`config.mk`:
```
export PLATFORM = sky130hd
export DESIGN_NAME = socs_clock_select
export DESIGN_NICKNAME = d
export VERILOG_FILES = /design/src/rtl/socs_pkg.sv /design/src/rtl/socs_wr_if.sv /design/src/rtl/socs_opt_reg.sv /design/src/rtl/socs_clk_mux.sv /design/src/rtl/socs_clock_select.sv
export SDC_FILE = /design/constraint.sdc
export NUM_CORES = 1
export LEC_CHECK = 0
export BUFFER_PORTS_ARGS = -buffer_cell sky130_fd_sc_hd__buf_2
export CAP_MARGIN = 10
export CORE_MARGIN = 4
export CORE_UTILIZATION = 30
export CTS_BUF_LIST = sky130_fd_sc_hd__clkbuf_4 sky130_fd_sc_hd__clkbuf_8
export DETAILED_ROUTE_END_ITERATION = 10
export PLACE_DENSITY_LB_ADDON = 0.08
export SLEW_MARGIN = 20
export SYNTH_ARGS = -nofsm -noshare
export SYNTH_HDL_FRONTEND = slang
export SYNTH_SLANG_ARGS = --single-unit
```
`constraint.sdc`:
```
create_clock -name i_clk -period 1.84 [get_ports i_clk]
set_input_delay 0.184 -clock i_clk [delete_from_list [all_inputs] [get_ports i_clk]]
set_output_delay 0.184 -clock i_clk [all_outputs]
set_load 0.03 [all_outputs]
```
`src/rtl/socs_pkg.sv`:
```
// socs_pkg: offsets, field positions, codes and reset values of the
// system option clock select block.
// assumes a 12-bit byte address window below the block's base.
package socs_pkg;

  localparam int unsigned ADDR_W = 12;
  localparam int unsigned NREG = 3;

  // register byte offsets
  localparam logic [11:0] OFS_CLKSRC = 12'h004;
  localparam logic [11:0] OFS_TMROPT = 12'h00c;
  localparam logic [11:0] OFS_SEROPT = 12'h010;

  // values after reset
  localparam logic [31:0] RST_CLKSRC = 32'h0000_0000;
  localparam logic [31:0] RST_TMROPT = 32'h0000_0000;
  localparam logic [31:0] RST_SEROPT = 32'h0000_0000;

  // writable bits of each register, all others read zero
  localparam logic [31:0] MASK_CLKSRC = 32'h0f00_00f0;
  localparam logic [31:0] MASK_TMROPT = 32'h0304_0000;
  localparam logic [31:0] MASK_SEROPT = 32'h0001_0000;

  // field positions
  localparam int unsigned SER_SRC_LSB = 26;
  localparam int unsigned TMR_SRC_LSB = 24;
  localparam int unsigned CKO_SEL_LSB = 5;
  localparam int unsigned RTCOUT_BIT = 4;
  localparam int unsigned T1PIN_BIT = 25;
  localparam int unsigned T0PIN_BIT = 24;
  localparam int unsigned CAP_BIT = 18;
  localparam int unsigned OD_BIT = 16;

  // peripheral clock source codes
  localparam logic [1:0] SRC_OFF = 2'h0;
  localparam logic [1:0] SRC_FAST_RC = 2'h1;
  localparam logic [1:0] SRC_OSC_REF = 2'h2;
  localparam logic [1:0] SRC_GEN_REF = 2'h3;

  // clock output pin codes, the rest are reserved
  localparam logic [2:0] CKO_BUS = 3'h2;
  localparam logic [2:0] CKO_LP_OSC = 3'h3;
  localparam logic [2:0] CKO_SLOW_RC = 3'h4;
  localparam logic [2:0] CKO_OSC_REF = 3'h6;
  localparam logic [2:0] CKO_FAST_RC = 3'h7;
  localparam logic [7:0] CKO_VALID = 8'hdc;

  // bus responses
  localparam logic [1:0] RESP_OKAY = 2'h0;
  localparam logic [1:0] RESP_SLVERR = 2'h2;
  localparam logic [1:0] RESP_DECERR = 2'h3;

  // one-hot register hit for a byte address
  function automatic logic [2:0] reg_hit(input logic [11:0] addr);
    reg_hit = {addr == OFS_SEROPT, addr == OFS_TMROPT, addr == OFS_CLKSRC};
  endfunction : reg_hit

endpackage : socs_pkg

```
`src/rtl/socs_wr_if.sv`:
```
// socs_wr_if: write strobe and data from the bus slave to one option register.
// assumes one clock shared by both ends.
`timescale 1ns/1ps
`default_nettype none
interface socs_wr_if;
  logic en;
  logic [31:0] data;
  logic [3:0] strb;
  modport src (output en, output data, output strb);
  modport dst (input en, input data, input strb);
endinterface : socs_wr_if
`default_nettype wire

```
`src/rtl/socs_opt_reg.sv`:
```
// socs_opt_reg: one 32-bit option register with byte strobes and a write mask.
// assumes the write port pulses en for one cycle per accepted write.
`timescale 1ns/1ps
`default_nettype none
module socs_opt_reg #(
  parameter logic [31:0] MASK = 32'hffff_ffff,
  parameter logic [31:0] RST = 32'h0000_0000
) (
  input wire logic i_clk,
  input wire logic i_rst,
  socs_wr_if.dst wr,
  output logic [31:0] o_q
);
  logic [31:0] q_r;
  logic [31:0] q_nxt;

  // per byte merge of new data, masked bits stay zero
  for (genvar b = 0; b < 4; b++) begin : g_byte
    wire logic sel = wr.en & wr.strb[b];
    assign q_nxt[b*8 +: 8] = (sel ? wr.data[b*8 +: 8] : q_r[b*8 +: 8]) & MASK[b*8 +: 8];
  end

  // storage
  always_ff @(posedge i_clk or posedge i_rst) begin
    if (i_rst) begin
      q_r <= RST;
    end else begin
      q_r <= q_nxt;
    end
  end

  assign o_q = q_r;
endmodule : socs_opt_reg
`default_nettype wire

```
`src/rtl/socs_clk_mux.sv`:
```
// socs_clk_mux: plain clock selector, not glitch free, with reserved codes.
// assumes the select only changes while the chosen sources are quiet or unused.
`timescale 1ns/1ps
`default_nettype none
module socs_clk_mux #(
  parameter int unsigned SEL_W = 2,
  parameter logic [(1<<SEL_W)-1:0] VALID = '1
) (
  input wire logic [SEL_W-1:0] i_sel,
  input wire logic [(1<<SEL_W)-1:0] i_src,
  output logic o_clk
);
  // a reserved or off code gives a static low
  assign o_clk = VALID[i_sel] & i_src[i_sel];
endmodule : socs_clk_mux
`default_nettype wire

```
`src/rtl/socs_clock_select.sv`:
```
// socs_clock_select: option registers that steer peripheral clocks,
// clock output pins, timer clock pins, capture source and open drain.
// assumes an AXI4-Lite master on i_clk and clock sources already in the
// chip; the muxes are combinational and switch with the register value.
`timescale 1ns/1ps
`default_nettype none

////////////////////////////////////////////////////////////////////////
module socs_clock_select (
  input wire logic i_clk,
  input wire logic i_rst,
  // axi4-lite write address
  input wire logic [11:0] i_awaddr,
  input wire logic [2:0] i_awprot,
  input wire logic i_awvalid,
  output logic o_awready,
  // axi4-lite write data
  input wire logic [31:0] i_wdata,
  input wire logic [3:0] i_wstrb,
  input wire logic i_wvalid,
  output logic o_wready,
  // axi4-lite write response
  output logic [1:0] o_bresp,
  output logic o_bvalid,
  input wire logic i_bready,
  // axi4-lite read address
  input wire logic [11:0] i_araddr,
  input wire logic [2:0] i_arprot,
  input wire logic i_arvalid,
  output logic o_arready,
  // axi4-lite read data
  output logic [31:0] o_rdata,
  output logic [1:0] o_rresp,
  output logic o_rvalid,
  input wire logic i_rready,
  // clock sources
  input wire logic i_fast_internal_rc_clock,
  input wire logic i_external_oscillator_ref_clock,
  input wire logic i_clock_generator_internal_ref,
  input wire logic i_slow_internal_rc_clock,
  input wire logic i_low_power_oscillator_1khz,
  input wire logic i_rtc_1hz_clock,
  // timer pins and capture sources
  input wire logic i_timer_ext_clock_input_0,
  input wire logic i_timer_ext_clock_input_1,
  input wire logic i_timer1_channel0_input,
  input wire logic i_analog_comparator_output,
  // serial transmit data from the serial port
  input wire logic i_serial_tx_data,
  // steered clocks
  output logic o_serial_port_clock,
  output logic o_timer_counter_clock,
  output logic o_general_clock_output_pin,
  output logic o_rtc_clock_output_pin,
  output logic o_timer0_ext_clock,
  output logic o_timer1_ext_clock,
  output logic o_timer1_ch0_capture,
  // serial transmit pin
  output logic o_serial_port_open_drain_enable,
  output logic o_serial_tx_pin_o,
  output logic o_serial_tx_pin_oe_n,
  // field values for the peripherals
  output logic [1:0] o_serial_port_clock_source,
  output logic [1:0] o_timer_counter_clock_source,
  output logic [2:0] o_clock_output_pin_select
);

  ////////////////////////////////////////////////////////////////////////
  // bus state

  typedef enum logic [0:0] {WS_COLLECT, WS_RESP} socs_wr_state_t;
  typedef enum logic [0:0] {RS_IDLE, RS_RESP} socs_rd_state_t;

  socs_wr_state_t ws_r;
  socs_wr_state_t ws_nxt;
  socs_rd_state_t rs_r;
  socs_rd_state_t rs_nxt;

  logic aw_held_r;
  logic aw_held_nxt;
  logic w_held_r;
  logic w_held_nxt;
  logic [11:0] aw_addr_r;
  logic [2:0] aw_prot_r;
  logic [31:0] w_data_r;
  logic [3:0] w_strb_r;
  logic [1:0] bresp_r;
  logic [1:0] bresp_nxt;
  logic [31:0] rdata_r;
  logic [31:0] rdata_nxt;
  logic [1:0] rresp_r;
  logic [1:0] rresp_nxt;
  logic tx_r;

  logic [socs_pkg::NREG-1:0][31:0] reg_q;

  ////////////////////////////////////////////////////////////////////////
  // write channel decode

  wire logic aw_take = i_awvalid & o_awready;
  wire logic w_take = i_wvalid & o_wready;
  wire logic both_held = (ws_r == WS_COLLECT) & aw_held_r & w_held_r;
  wire logic [2:0] wr_hit = socs_pkg::reg_hit(aw_addr_r);
  wire logic wr_mapped = |wr_hit;
  wire logic wr_priv = aw_prot_r[0];
  wire logic wr_do = both_held & wr_mapped & wr_priv;
  wire logic b_done = (ws_r == WS_RESP) & i_bready;

  // handshake outputs come from state
  assign o_awready = (ws_r == WS_COLLECT) & ~aw_held_r;
  assign o_wready = (ws_r == WS_COLLECT) & ~w_held_r;
  assign o_bvalid = (ws_r == WS_RESP);
  assign o_bresp = bresp_r;

  // answer: unmapped decodes, user mode is refused, else okay
  assign bresp_nxt = ~both_held ? bresp_r :
                     ~wr_mapped ? socs_pkg::RESP_DECERR :
                     ~wr_priv ? socs_pkg::RESP_SLVERR :
                     socs_pkg::RESP_OKAY;

  // held flags clear once the response is taken
  assign aw_held_nxt = b_done ? 1'b0 : (aw_held_r | aw_take);
  assign w_held_nxt = b_done ? 1'b0 : (w_held_r | w_take);

  // write sequencing
  always_comb begin
    ws_nxt = ws_r;
    case (ws_r)
      WS_COLLECT: begin
        if (both_held) begin
          ws_nxt = WS_RESP;
        end
      end
      WS_RESP: begin
        if (i_bready) begin
          ws_nxt = WS_COLLECT;
        end
      end
      default: begin
        ws_nxt = WS_COLLECT;
      end
    endcase
  end

  // write control state
  always_ff @(posedge i_clk or posedge i_rst) begin
    if (i_rst) begin
      ws_r <= WS_COLLECT;
      aw_held_r <= 1'b0;
      w_held_r <= 1'b0;
      bresp_r <= socs_pkg::RESP_OKAY;
    end else begin
      ws_r <= ws_nxt;
      aw_held_r <= aw_held_nxt;
      w_held_r <= w_held_nxt;
      bresp_r <= bresp_nxt;
    end
  end

  // write address and data capture
  always_ff @(posedge i_clk or posedge i_rst) begin
    if (i_rst) begin
      aw_addr_r <= 12'h000;
      aw_prot_r <= 3'h0;
      w_data_r <= 32'h0000_0000;
      w_strb_r <= 4'h0;
    end else begin
      if (aw_take) begin
        aw_addr_r <= i_awaddr;
        aw_prot_r <= i_awprot;
      end
      if (w_take) begin
        w_data_r <= i_wdata;
        w_strb_r <= i_wstrb;
      end
    end
  end

  ////////////////////////////////////////////////////////////////////////
  // option registers

  socs_wr_if wr_port [socs_pkg::NREG] ();

  localparam logic [socs_pkg::NREG-1:0][31:0] REG_MASK = {
    socs_pkg::MASK_SEROPT, socs_pkg::MASK_TMROPT, socs_pkg::MASK_CLKSRC};
  localparam logic [socs_pkg::NREG-1:0][31:0] REG_RST = {
    socs_pkg::RST_SEROPT, socs_pkg::RST_TMROPT, socs_pkg::RST_CLKSRC};

  // one register per offset, each with its own strobe
  for (genvar i = 0; i < socs_pkg::NREG; i++) begin : g_reg
    assign wr_port[i].en = wr_do & wr_hit[i];
    assign wr_port[i].data = w_data_r;
    assign wr_port[i].strb = w_strb_r;
    socs_opt_reg #(
      .MASK(REG_MASK[i]),
      .RST(REG_RST[i])
    ) u_reg (
      .i_clk(i_clk),
      .i_rst(i_rst),
      .wr(wr_port[i]),
      .o_q(reg_q[i])
    );
  end

  // named register views
  wire logic [31:0] clksrc_q = reg_q[0];
  wire logic [31:0] tmropt_q = reg_q[1];
  wire logic [31:0] seropt_q = reg_q[2];

  ////////////////////////////////////////////////////////////////////////
  // read channel

  wire logic ar_take = i_arvalid & o_arready;
  wire logic [2:0] rd_hit = socs_pkg::reg_hit(i_araddr);
  wire logic [31:0] rd_word = ({32{rd_hit[0]}} & clksrc_q) |
                              ({32{rd_hit[1]}} & tmropt_q) |
                              ({32{rd_hit[2]}} & seropt_q);

  assign o_arready = (rs_r == RS_IDLE);
  assign o_rvalid = (rs_r == RS_RESP);
  assign o_rdata = rdata_r;
  assign o_rresp = rresp_r;

  // reads are open to any privilege; unmapped reads give zero
  assign rdata_nxt = ar_take ? rd_word : rdata_r;
  assign rresp_nxt = ~ar_take ? rresp_r :
                     (|rd_hit) ? socs_pkg::RESP_OKAY : socs_pkg::RESP_DECERR;

  // read sequencing
  always_comb begin
    rs_nxt = rs_r;
    case (rs_r)
      RS_IDLE: begin
        if (i_arvalid) begin
          rs_nxt = RS_RESP;
        end
      end
      RS_RESP: begin
        if (i_rready) begin
          rs_nxt = RS_IDLE;
        end
      end
      default: begin
        rs_nxt = RS_IDLE;
      end
    endcase
  end

  // read state and data
  always_ff @(posedge i_clk or posedge i_rst) begin
    if (i_rst) begin
      rs_r <= RS_IDLE;
      rdata_r <= 32'h0000_0000;
      rresp_r <= socs_pkg::RESP_OKAY;
    end else begin
      rs_r <= rs_nxt;
      rdata_r <= rdata_nxt;
      rresp_r <= rresp_nxt;
    end
  end

  ////////////////////////////////////////////////////////////////////////
  // field extraction

  wire logic [1:0] ser_src = clksrc_q[socs_pkg::SER_SRC_LSB +: 2];
  wire logic [1:0] tmr_src = clksrc_q[socs_pkg::TMR_SRC_LSB +: 2];
  wire logic [2:0] cko_sel = clksrc_q[socs_pkg::CKO_SEL_LSB +: 3];
  wire logic rtc_sel = clksrc_q[socs_pkg::RTCOUT_BIT];
  wire logic t1_pin_sel = tmropt_q[socs_pkg::T1PIN_BIT];
  wire logic t0_pin_sel = tmropt_q[socs_pkg::T0PIN_BIT];
  wire logic cap_sel = tmropt_q[socs_pkg::CAP_BIT];
  wire logic od_en = seropt_q[socs_pkg::OD_BIT];

  assign o_serial_port_clock_source = ser_src;
  assign o_timer_counter_clock_source = tmr_src;
  assign o_clock_output_pin_select = cko_sel;

  ////////////////////////////////////////////////////////////////////////
  // peripheral clock muxes

  // shared source vector for the two peripheral clocks, code 0 is off
  wire logic [3:0] periph_src = {i_clock_generator_internal_ref,
                                 i_external_oscillator_ref_clock,
                                 i_fast_internal_rc_clock,
                                 1'b0};

  // serial port transmit and receive clock
  socs_clk_mux #(
    .SEL_W(2),
    .VALID(4'he)
  ) u_ser_mux (
    .i_sel(ser_src),
    .i_src(periph_src),
    .o_clk(o_serial_port_clock)
  );

  // timer counter clock
  socs_clk_mux #(
    .SEL_W(2),
    .VALID(4'he)
  ) u_tmr_mux (
    .i_sel(tmr_src),
    .i_src(periph_src),
    .o_clk(o_timer_counter_clock)
  );

  ////////////////////////////////////////////////////////////////////////
  // clock output pins

  // reserved slots 0, 1 and 5 carry no clock
  wire logic [7:0] cko_src = {i_fast_internal_rc_clock,
                              i_external_oscillator_ref_clock,
                              1'b0,
                              i_slow_internal_rc_clock,
                              i_low_power_oscillator_1khz,
                              i_clk,
                              1'b0,
                              1'b0};

  // general clock output pin
  socs_clk_mux #(
    .SEL_W(3),
    .VALID(socs_pkg::CKO_VALID)
  ) u_cko_mux (
    .i_sel(cko_sel),
    .i_src(cko_src),
    .o_clk(o_general_clock_output_pin)
  );

  // rtc clock output pin: 1 Hz tick or oscillator reference
  assign o_rtc_clock_output_pin = rtc_sel ? i_external_oscillator_ref_clock : i_rtc_1hz_clock;

  ////////////////////////////////////////////////////////////////////////
  // timer pins and capture

  // the pin function itself is set in the port control logic
  assign o_timer1_ext_clock = t1_pin_sel ? i_timer_ext_clock_input_1 : i_timer_ext_clock_input_0;
  assign o_timer0_ext_clock = t0_pin_sel ? i_timer_ext_clock_input_1 : i_timer_ext_clock_input_0;

  // capture source; left set outside capture mode it still steers comparator
  assign o_timer1_ch0_capture = cap_sel ? i_analog_comparator_output : i_timer1_channel0_input;

  ////////////////////////////////////////////////////////////////////////
  // serial transmit pin

  // registered transmit level
  always_ff @(posedge i_clk or posedge i_rst) begin
    if (i_rst) begin
      tx_r <= 1'b1;
    end else begin
      tx_r <= i_serial_tx_data;
    end
  end

  // open drain only pulls low and releases for a high level
  assign o_serial_port_open_drain_enable = od_en;
  assign o_serial_tx_pin_o = od_en ? 1'b0 : tx_r;
  assign o_serial_tx_pin_oe_n = od_en ? tx_r : 1'b0;

endmodule : socs_clock_select
`default_nettype wire

```
==> Word-level counts from Yosys, hierarchy flattened <==
Memories as Yosys holds them, arrays and structs flattened.
Cells that the tools add are included.
{ "totals": {"mem_count": 1, "romBits": 8, "regBits": 98, "input_bits": 84, "wordCells": 89} }
{ "op_classes": {"mux": 28, "n_lt_le_gt_ge": 3, "n_reduce_logical": 2, "bitwise_logic": 32, "eq_ne": 6} }
{ "memory_table": {"columns": ["memory", "words", "word_bits", "rd", "rd_ports_with_merged_regs", "wr", "line", "source"], "rows": [
  ["(name not given)", 8, 1, 1, 0, 0, "socs_clk_mux.sv:14", "assign o_clk = VALID[i_sel] & i_src[i_sel];"]
]} }
{ "op_table": {"columns": ["operator", "count"], "rows": [
  ["32-bit bitwise OR", 2],
  ["32-bit by 17-bit bitwise AND with 32-bit output", 1],
  ["32-bit by 26-bit bitwise AND with 32-bit output", 1],
  ["32-bit by 28-bit bitwise AND with 32-bit output", 1],
  ["12-bit by 3-bit == test with 1-bit output (second input constant)", 2],
  ["12-bit by 4-bit == test with 1-bit output (second input constant)", 2],
  ["12-bit by 5-bit == test with 1-bit output (second input constant)", 2],
  ["1-bit bitwise AND", 21],
  ["1-bit 2-to-1 mux", 18],
  ["1-bit binary-select mux with 2-bit select", 4],
  ["2-bit by 3-bit less-than comparator with 1-bit output (second input constant)", 2],
  ["2-bit 2-to-1 mux", 3],
  ["3-bit OR reduction", 2],
  ["3-bit by 4-bit less-than comparator with 1-bit output (second input constant)", 1],
  ["1-bit inverter", 4],
  ["1-bit case mux with 2 select lines", 2],
  ["1-bit binary-select mux with 3-bit select", 1],
  ["1-bit bitwise OR", 2]
]} }

==> Depth between registers and ports, before layout <==
Gate-level depths: netlist (run 1).
{ "depth": {"depth_word": 7, "ltp_mapped": 6} }

==> Modules after synthesis <==
A second synthesis (run 1) with hierarchy kept.
{ "hier_totals": {"cells_unflattened": 473, "area_unflattened_um2": 5490.3} }
{ "modules_own_cells": {"columns": ["mod", "area_each_um2", "cells_each", "n_inst"], "rows": [
  ["socs_clock_select", 4269.1, 341, 1],
  ["socs_opt_reg (g_reg[0].u_reg)", 485.5, 44, 1],
  ["socs_opt_reg (g_reg[1].u_reg)", 355.3, 39, 1],
  ["socs_opt_reg (g_reg[2].u_reg)", 284.0, 36, 1],
  ["socs_clk_mux (u_cko_mux)", 48.8, 7, 1],
  ["socs_clk_mux (u_ser_mux ...)", 23.8, 3, 2]
]} }

==> summary.md, run 1 <==
| Metric | Value |
|---|---|
| Run status | complete, but fails checks |
| Violated checks | setup timing |
| Worst slew margin | 64.8% |
| Worst slack at placement | -0.0182 ns |
| WP data arrival | 1.74 ns |
| Antenna violations before repair | 0 |
| Routed length on met1 | 2.69 mm |
| Post-route cell area | 0.00359 mm² |
| Final setup violation count | 1 |
| Top metal layer carrying routed signals | met4 |
| R2r startpoint | aw_addr_r[5]$_DFFE_PP0P_ |
| Average footprint of a synthesized cell | 12.1 µm² |
| Critical-path maximum fanout | 2 |
| Maximum VDD drop | 0.532 mV |
| Final number of hold-violating endpoints | 0 |
| Global-route congestion overflow total | 0 |
| Dominant delay contributor by cell family on the critical path | multiplexers |
| Hold path start | i_awaddr[4] |
| Slew at the pin with the worst max-slew slack | 0.527 ns |
| Hold Path Class | input port to register |
| Count of buffering cells on the critical path with inverters included | 2 |
| Final weighted congestion in routability-driven placement | 0.743 |
| TritonCTS clock tree | yes |
| Wire length of the first global-routing pass | 9.46 mm |
| Detailed router's first-iteration violation count | 56 |
| Area of the core | 0.00868 mm² |
| Antenna-violating nets left | 0 |
| Static power due to leakage | 1.76 nW |
| Number of global-route vias before repair | 1910 |
| Clock insertion delay at the later pin of the skew report | 0.40 ns |
| Post-route worst setup slack | -0.0795 ns |
| Unrepaired setup endpoints after global routing | true |
| Element type at the critical path end | output port |
| Count of input and output buffers | 91 |
| Hold Path Depth | 2 |
| Vertical die dimension | 102 µm |
| Largest net degree at the start of global routing | 25 |
| Detail-routed via count per cell | 4.36 |
| Fraction of layout instances using a drive strength above 1 | 49.9% |
| Starting density of the core | 30.6% |
| Number of warnings printed during yosys synthesis | 0 |
| Antenna fix cells | 0 |
| X dimension of the die | 102 µm |
| Number of nets in the layout | 424 |
| Start-to-end type of the worst setup path | clock port to output port |
| Power per unit of standard cell area | 1070 mW/mm² |
| Global-route total usage across every layer | 11.9% |
| Routed length per instance | 13.4 µm |
| Placed inst area | 0.00317 mm² |
| Critical path startpoint | i_clk |
| Library cells used by synthesis | 32 |
| Worst stage delay on the critical path | 0.43 ns |
| Share of the yosys chip area belonging to registers | 52.8% |
| Async SR Flop Fraction | 100% |
| Half-perimeter wire length after placement | 4.59 mm |
| Total count of max-transition violations in the final report | 0 |
| Residual DRC | 0 |
| Iteration count of the initial detailed-routing pass | 4 |
| Post-Route WL | 6.00 mm |
| FF+latch count, synth | 56 |
| Startpoint type of the worst setup path | clock port |
| Length in cells of the worst reg-to-reg path | 6 |
| Met3 Wirelength | 561 µm |
| Die area | 0.0104 mm² |
| Fin Clk Skew | 0.00744 ns |
| Required time of the critical path | 1.66 ns |
| Number of vias in the routed layout | 1958 |
| Worst setup slack for register-to-register paths | 0 ns |
| Most used DFF post-synth | sky130_fd_sc_hd__dfrtp_1 |
| Area overhead of the layout relative to synthesis | 35.2% |
| Number of maximum-capacitance constraint violations | 0 |
| Routed wire length on met2 | 2.70 mm |
| Count of pins on the block boundary | 142 |
| Core occupancy in the finished layout | 41.4% |
| Netlist area before placement | 0.00266 mm² |
| FF-to-FF End | g_reg[0].u_reg.o_q[25]$_DFFE_PP0P_ |
| Number of enable-type register cells in the synthesized netlist | 0 |
| Reg clk slew, reported paths | 0.10 ns |
| Hold Path End | aw_addr_r[4]$_DFFE_PP0P_ |
| Worst hold slack across all endpoints | 0.0113 ns |
| Ordered cell list for the critical path | buf_8, mux4_2, nand2_1, o21ai_1, buf_4 |
| Slowest CP cell | sky130_fd_sc_hd__mux4_2 |
| Gate count of the mapped netlist | 219 |
| Floorplan row count | 34 |
==> power by group <==
group	internal, mW	switching (mW)	leakage, nW
logic	0.567	0.607	0.976
clock network	0.447	0.411	0.0759
registers	1.58	0.238	0.704
total	2.59	1.26	1.76
==> worst register-to-register path, cell delays in order (launching register included) <==
cell and delay (ns):
sky130_fd_sc_hd__dfrtp_1 0.42, sky130_fd_sc_hd__nor4_4 0.28, sky130_fd_sc_hd__nand3_2 0.16, sky130_fd_sc_hd__buf_6 0.17, sky130_fd_sc_hd__nor4b_4 0.25, sky130_fd_sc_hd__buf_6 0.16
sky130_fd_sc_hd__mux2_4 0.29
==> cell usage in the layout (no fill, tap or decap), types with 3 or more instances in the layout <==
cell / instances
sky130_fd_sc_hd__buf_2: 90
sky130_fd_sc_hd__dfrtp_1: 55
sky130_fd_sc_hd__mux2_2: 36
sky130_fd_sc_hd__conb_1: 22
sky130_fd_sc_hd__dlygate4sd3_1: 21
sky130_fd_sc_hd__nand2_1: 18
sky130_fd_sc_hd__o21ai_0: 10
sky130_fd_sc_hd__buf_4: 10
sky130_fd_sc_hd__nor2_1: 9
sky130_fd_sc_hd__mux2_4: 7
sky130_fd_sc_hd__clkbuf_8: 7
sky130_fd_sc_hd__a22o_1: 6
sky130_fd_sc_hd__inv_1: 5
sky130_fd_sc_hd__buf_6: 4
sky130_fd_sc_hd__nand3_1: 3
sky130_fd_sc_hd__nor3_2: 3
sky130_fd_sc_hd__mux2i_1: 3
==> final cells by class <==
class                   instances  area (µm²)
clock buffers                  10         126
repair buffers                124         773
clock inverters                 1        7.51
multi-input cells             144        1120
fillers                       900        5090
well taps                     108         135
inverters                       6        22.5
flip-flops and latches         56        1400
==> flip-flops by register name, indices dropped and copies added, names as in the netlist, 2 cells and up <==
register     cells
g.u_reg.o_q     12
aw_addr_r       12
o_bresp          2
o_rdata         10
w_data_r        10
w_strb_r         3
==> repair_timing <==
action                                 in CTS  in global routing
gates resized for setup                     5                 11
setup endpoints to repair                   5                  9
pin swaps                                   4                  4
buffers inserted                            1                  2
endpoints found under the hold margin      43                  0
hold buffers                               21                  0
==> worst max path at each step <==
| stage | to | depth (start not counted) |
|---|---|---|
| global placement | g_reg[0].u_reg.o_q[5]$_DFFE_PP0P_ | 5 |
| finish | o_general_clock_output_pin | 5 |
| floorplan | g_reg[0].u_reg.o_q[24]$_DFFE_PP0P_ | 4 |
| global route | o_general_clock_output_pin | 5 |
| detailed placement | g_reg[0].u_reg.o_q[7]$_DFFE_PP0P_ | 5 |
| CTS | o_general_clock_output_pin | 5 |
==> per-layer routing <==
| metal | up-vias | global-route usage, % |
|---|---|---|
| met3 | 3 | 3.75 |
| li1 | 951 | - |
| met5 | - | 0 |
| met2 | 77 | 18.3 |
| met4 | 0 | 3.73 |
| met1 | 927 | 15.9 |
==> kinds of logic (layout without fill, tap and decap cells) <==
group	count (synthesis)	in the layout	share of synthesized area, %
compound gates	23	23	5.42
mux	47	47	20.2
other cells	1	22	0.141
simple gates	52	52	11.4
flops	56	56	52.8
buf+inv	40	141	9.99
==> cells in the mapped netlist (2+ instances only) <==
library cell               number  area share [%]
sky130_fd_sc_hd__mux2i_1        3             1.1
sky130_fd_sc_hd__nand2_1       18             2.5
sky130_fd_sc_hd__dfrtp_1       55              52
sky130_fd_sc_hd__nand3_1        3            0.57
sky130_fd_sc_hd__buf_2          2            0.38
sky130_fd_sc_hd__nor2_1        11             1.6
sky130_fd_sc_hd__nor4_4         2             1.6
sky130_fd_sc_hd__o21ai_0       11             2.1
sky130_fd_sc_hd__a21oi_1        2            0.38
sky130_fd_sc_hd__inv_1          6            0.85
sky130_fd_sc_hd__clkbuf_1       2            0.28
sky130_fd_sc_hd__a22o_1         6             2.0
sky130_fd_sc_hd__and2_1         2            0.47
sky130_fd_sc_hd__buf_4         30             8.5
sky130_fd_sc_hd__o22ai_1        2            0.47
sky130_fd_sc_hd__nor2b_1        2            0.47
sky130_fd_sc_hd__mux2_2        43              18
sky130_fd_sc_hd__nor3_1         5            0.94
==> per-stage QoR <==
step	TNS [ns]	std cells	power, mW
3_3_place_gp	0	415	3.00
6_report	-0.0795	449	3.85
2_1_floorplan	-0.156	240	2.71
3_5_place_dp	-0.0575	415	3.01
5_1_grt	-0.354	449	4.12
4_1_cts	-0.187	447	3.89
No activity file was read; power rests on OpenSTA's default activity.
==> run 2, diff against run 1 <==
- CORE_ASPECT_RATIO: default -> 1.1
==> run 2 against run 1 <==
The flow still finishes with violations (setup timing). Routed wire length down 0.17%. Core utilization increased by 1.1 points. Die area hardly changed. Worst hold slack improved by 0.0036 ns. Register-to-register slack improved by 0.11 ns. Worst setup slack better by 0.0057 ns. Sequential power about the same. Combinational power about the same. Sequential share of layout area fell by 0.15 points. Global-route usage increased by 0.13 points. Power up 4.8%. First-iteration DRC count decreased by 30%. Critical path type unchanged. Critical endpoint unchanged. Highest routed layer unchanged.
==> summary.md, run 2 (same netlist as run 1, synthesis figures left out) <==
| Metric | Value |
|---|---|
| Run status | complete, but fails checks |
| Violated checks | setup timing |
| Clock share of power | 25.2% (+2.9 points) |
| Worst stage delay on the critical path | 0.43 ns (about the same) |
| Power per unit of standard cell area | 1120 mW/mm² (+4.4%) |
| Logic gate share of total power | 29.6% (-0.9 points) |
| Relative contribution of sequential cells to total power | 45.1% (-2.1 points) |
| Global-route total usage across every layer | 12.0% (+0.13 points) |
| Number of maximum-capacitance constraint violations | 0 (unchanged) |
| Post-route worst setup slack | -0.0738 ns (+0.00572 ns) |
| Routed length per instance | 13.2 µm (-0.83%) |
| X dimension of the die | 97.7 µm (-4.3%) |
| Unrepaired setup endpoints after global routing | true |
| Maximum VDD drop | 0.683 mV (+28%) |
| Count of input and output buffers | 91 (unchanged) |
| Ordered cell list for the critical path | buf_8, mux4_2, nand2_1, o21ai_1, buf_4 |
| Number of global-route vias before repair | 2038 (+6.7%) |
| Startpoint type of the worst setup path | clock port |
| Antenna-violating nets left | 0 (unchanged) |
| Starting density of the core | 31.3% (+0.66 points) |
| Hold path start | i_awaddr[11] |
| Wire length of the first global-routing pass | 10.0 mm (+5.8%) |
| Slowest CP cell | sky130_fd_sc_hd__mux4_2 |
| Count of pins on the block boundary | 142 (unchanged) |
| Static power due to leakage | 1.76 nW (+0.50%) |
| Commonest cells after routing, fill and taps aside | 90 x sky130_fd_sc_hd__buf_2, 55 x sky130_fd_sc_hd__dfrtp_1, 43 x sky130_fd_sc_hd__mux2_2 |
| Count of buffering cells on the critical path with inverters included | 2 (unchanged) |
| Floorplan row count | 35 (+2.9%) |
| Dominant delay contributor by cell family on the critical path | multiplexers |
| Switching share of power | 31.4% (-1.3 points) |
| Post-Route WL | 5.99 mm (-0.17%) |
| Required time of the critical path | 1.66 ns (about the same) |
| Number of nets in the layout | 424 (unchanged) |
| WP data arrival | 1.73 ns (about the same) |
| Die area | 0.0104 mm² (about the same) |
| Clock insertion delay at the later pin of the skew report | 0.41 ns (about the same) |
| Area of the core | 0.00850 mm² (-2.1%) |
| Global-route congestion overflow total | 0 (unchanged) |
| FF-to-FF End | g_reg[0].u_reg.o_q[26]$_DFFE_PP0P_ |
| Hold Path End | aw_addr_r[11]$_DFFE_PP0P_ |
| Largest net degree at the start of global routing | 38 (+52%) |
| Antenna fix cells | 0 (unchanged) |
| Fin Setup TNS | -0.0738 ns (+0.00572 ns) |
| Hold Path Depth | 2 (unchanged) |
| Most frequent standard cell in the layout excluding fill and tap cells | sky130_fd_sc_hd__buf_2 |
| Final number of hold-violating endpoints | 0 (unchanged) |
| Switching Power | 1.27 mW (+0.78%) |
| Start-to-end type of the worst setup path | clock port to output port |
| Detailed router's first-iteration violation count | 39 (-30%) |
| Hold Path Class | input port to register |
| Critical-path maximum fanout | 2 (unchanged) |
| TritonCTS clock tree | yes |
| Total count of max-transition violations in the final report | 0 (unchanged) |
| Pint | 2.77 mW (+6.8%) |
| R2r startpoint | aw_addr_r[5]$_DFFE_PP0P_ |
| Number of vias in the routed layout | 1974 (+0.82%) |
| Vertical die dimension | 107 µm (+4.5%) |
| Length in cells of the worst reg-to-reg path | 5 (-1) |
| Fin Clk Skew | 0.00957 ns (+0.00213 ns) |
| Worst setup slack for register-to-register paths | 0.11 ns (+0.11 ns) |
| Layout fillers | 871 (-3.2%) |
| Worst slack at placement | 0.0243 ns (+0.0424 ns) |
| Residual DRC | 0 (unchanged) |
| Antenna violations before repair | 0 (unchanged) |
| Final weighted congestion in routability-driven placement | 0.751 (+1.1%) |
| Iteration count of the initial detailed-routing pass | 4 (unchanged) |
| Final setup violation count | 1 (unchanged) |
| Fraction of layout instances using a drive strength above 1 | 47.8% (-2.1 points) |
| Reg clk slew, reported paths | 0.09 ns (about the same) |
| Element type at the critical path end | output port |
| Half-perimeter wire length after placement | 4.49 mm (-2.2%) |
| Area overhead of the layout relative to synthesis | 35.7% |
| Detail-routed via count per cell | 4.37 (+0.15%) |
==> run 2: cell types whose count changed in the layout (fill, tap and decap cells not counted), sizes merged <==
cell         delta
buf             -5
bufinv          +1
clkinvlp        -1
dlygate4sd3     +5
==> run 2: power by group through the flow <==
stage	clock (mW)	sequential (mW)	combinational (mW)
2_1_floorplan	0.0275	1.89	0.795
3_3_place_gp	0.0278	1.84	1.14
3_5_place_dp	0.0278	1.85	1.16
4_1_cts	1.05	1.82	1.20
5_1_grt	1.12	1.88	1.32
6_report	1.02	1.82	1.20
==> run 2: cell type report <==
type	count	area [µm²]	area share [%]
flip-flops and latches	56	1400	38.9
multi-input cells	144	1090	30.3
repair buffers	124	783	21.7
well taps	111	139	3.85
clock buffers	10	133	3.68
clock inverters	1	30.0	0.833
inverters	6	22.5	0.625
==> run 2: repair_timing <==
action                     4_1_cts  5_1_grt
pin swaps                        1        1
gates cloned                     0        0
setup endpoints to repair        1       12
hold endpoints to repair        44        2
hold buffers                    24        2
buffers inserted                 0        0
gates resized for setup          1        3
==> run 2: layer usage <==
metal / wire [µm] / vias to the layer above / global-route usage [%] / part of all wire, %
met5: 0 / - / 0 / 0
met4: 51 / 0 / 3.76 / 0.85
met3: 480 / 5 / 4.68 / 8.0
met2: 2830 / 75 / 18.6 / 47
met1: 2630 / 943 / 15.4 / 44
li1: - / 951 / - / -
==> run 2: through the flow <==
step	std cells	utilization (%)	hold WS (ns)	power (mW)	cell area (µm²)
4_1_cts	450	42.0	0.000951	4.07	3570
2_1_floorplan	240	-	0.188	2.71	2750
3_3_place_gp	416	37.3	0.231	3.00	3170
6_report	452	42.4	0.0149	4.03	3600
3_5_place_dp	416	37.3	0.229	3.03	3170
5_1_grt	452	42.4	0.00434	4.31	3600
==> run 2: worst max-delay path by stage <==
stage / start / endpoint / slack, ns / cells after the start
final: i_clk / o_general_clock_output_pin / -0.07 / 5
after global placement: i_clk / o_general_clock_output_pin / 0.03 / 4
after global routing: i_clk / o_general_clock_output_pin / -0.12 / 5
after floorplan: o_bvalid$_DFF_PP0_ / g_reg[0].u_reg.o_q[24]$_DFFE_PP0P_ / -0.02 / 4
after detailed placement: i_clk / o_general_clock_output_pin / 0.02 / 4
after CTS: i_clk / o_general_clock_output_pin / -0.10 / 5
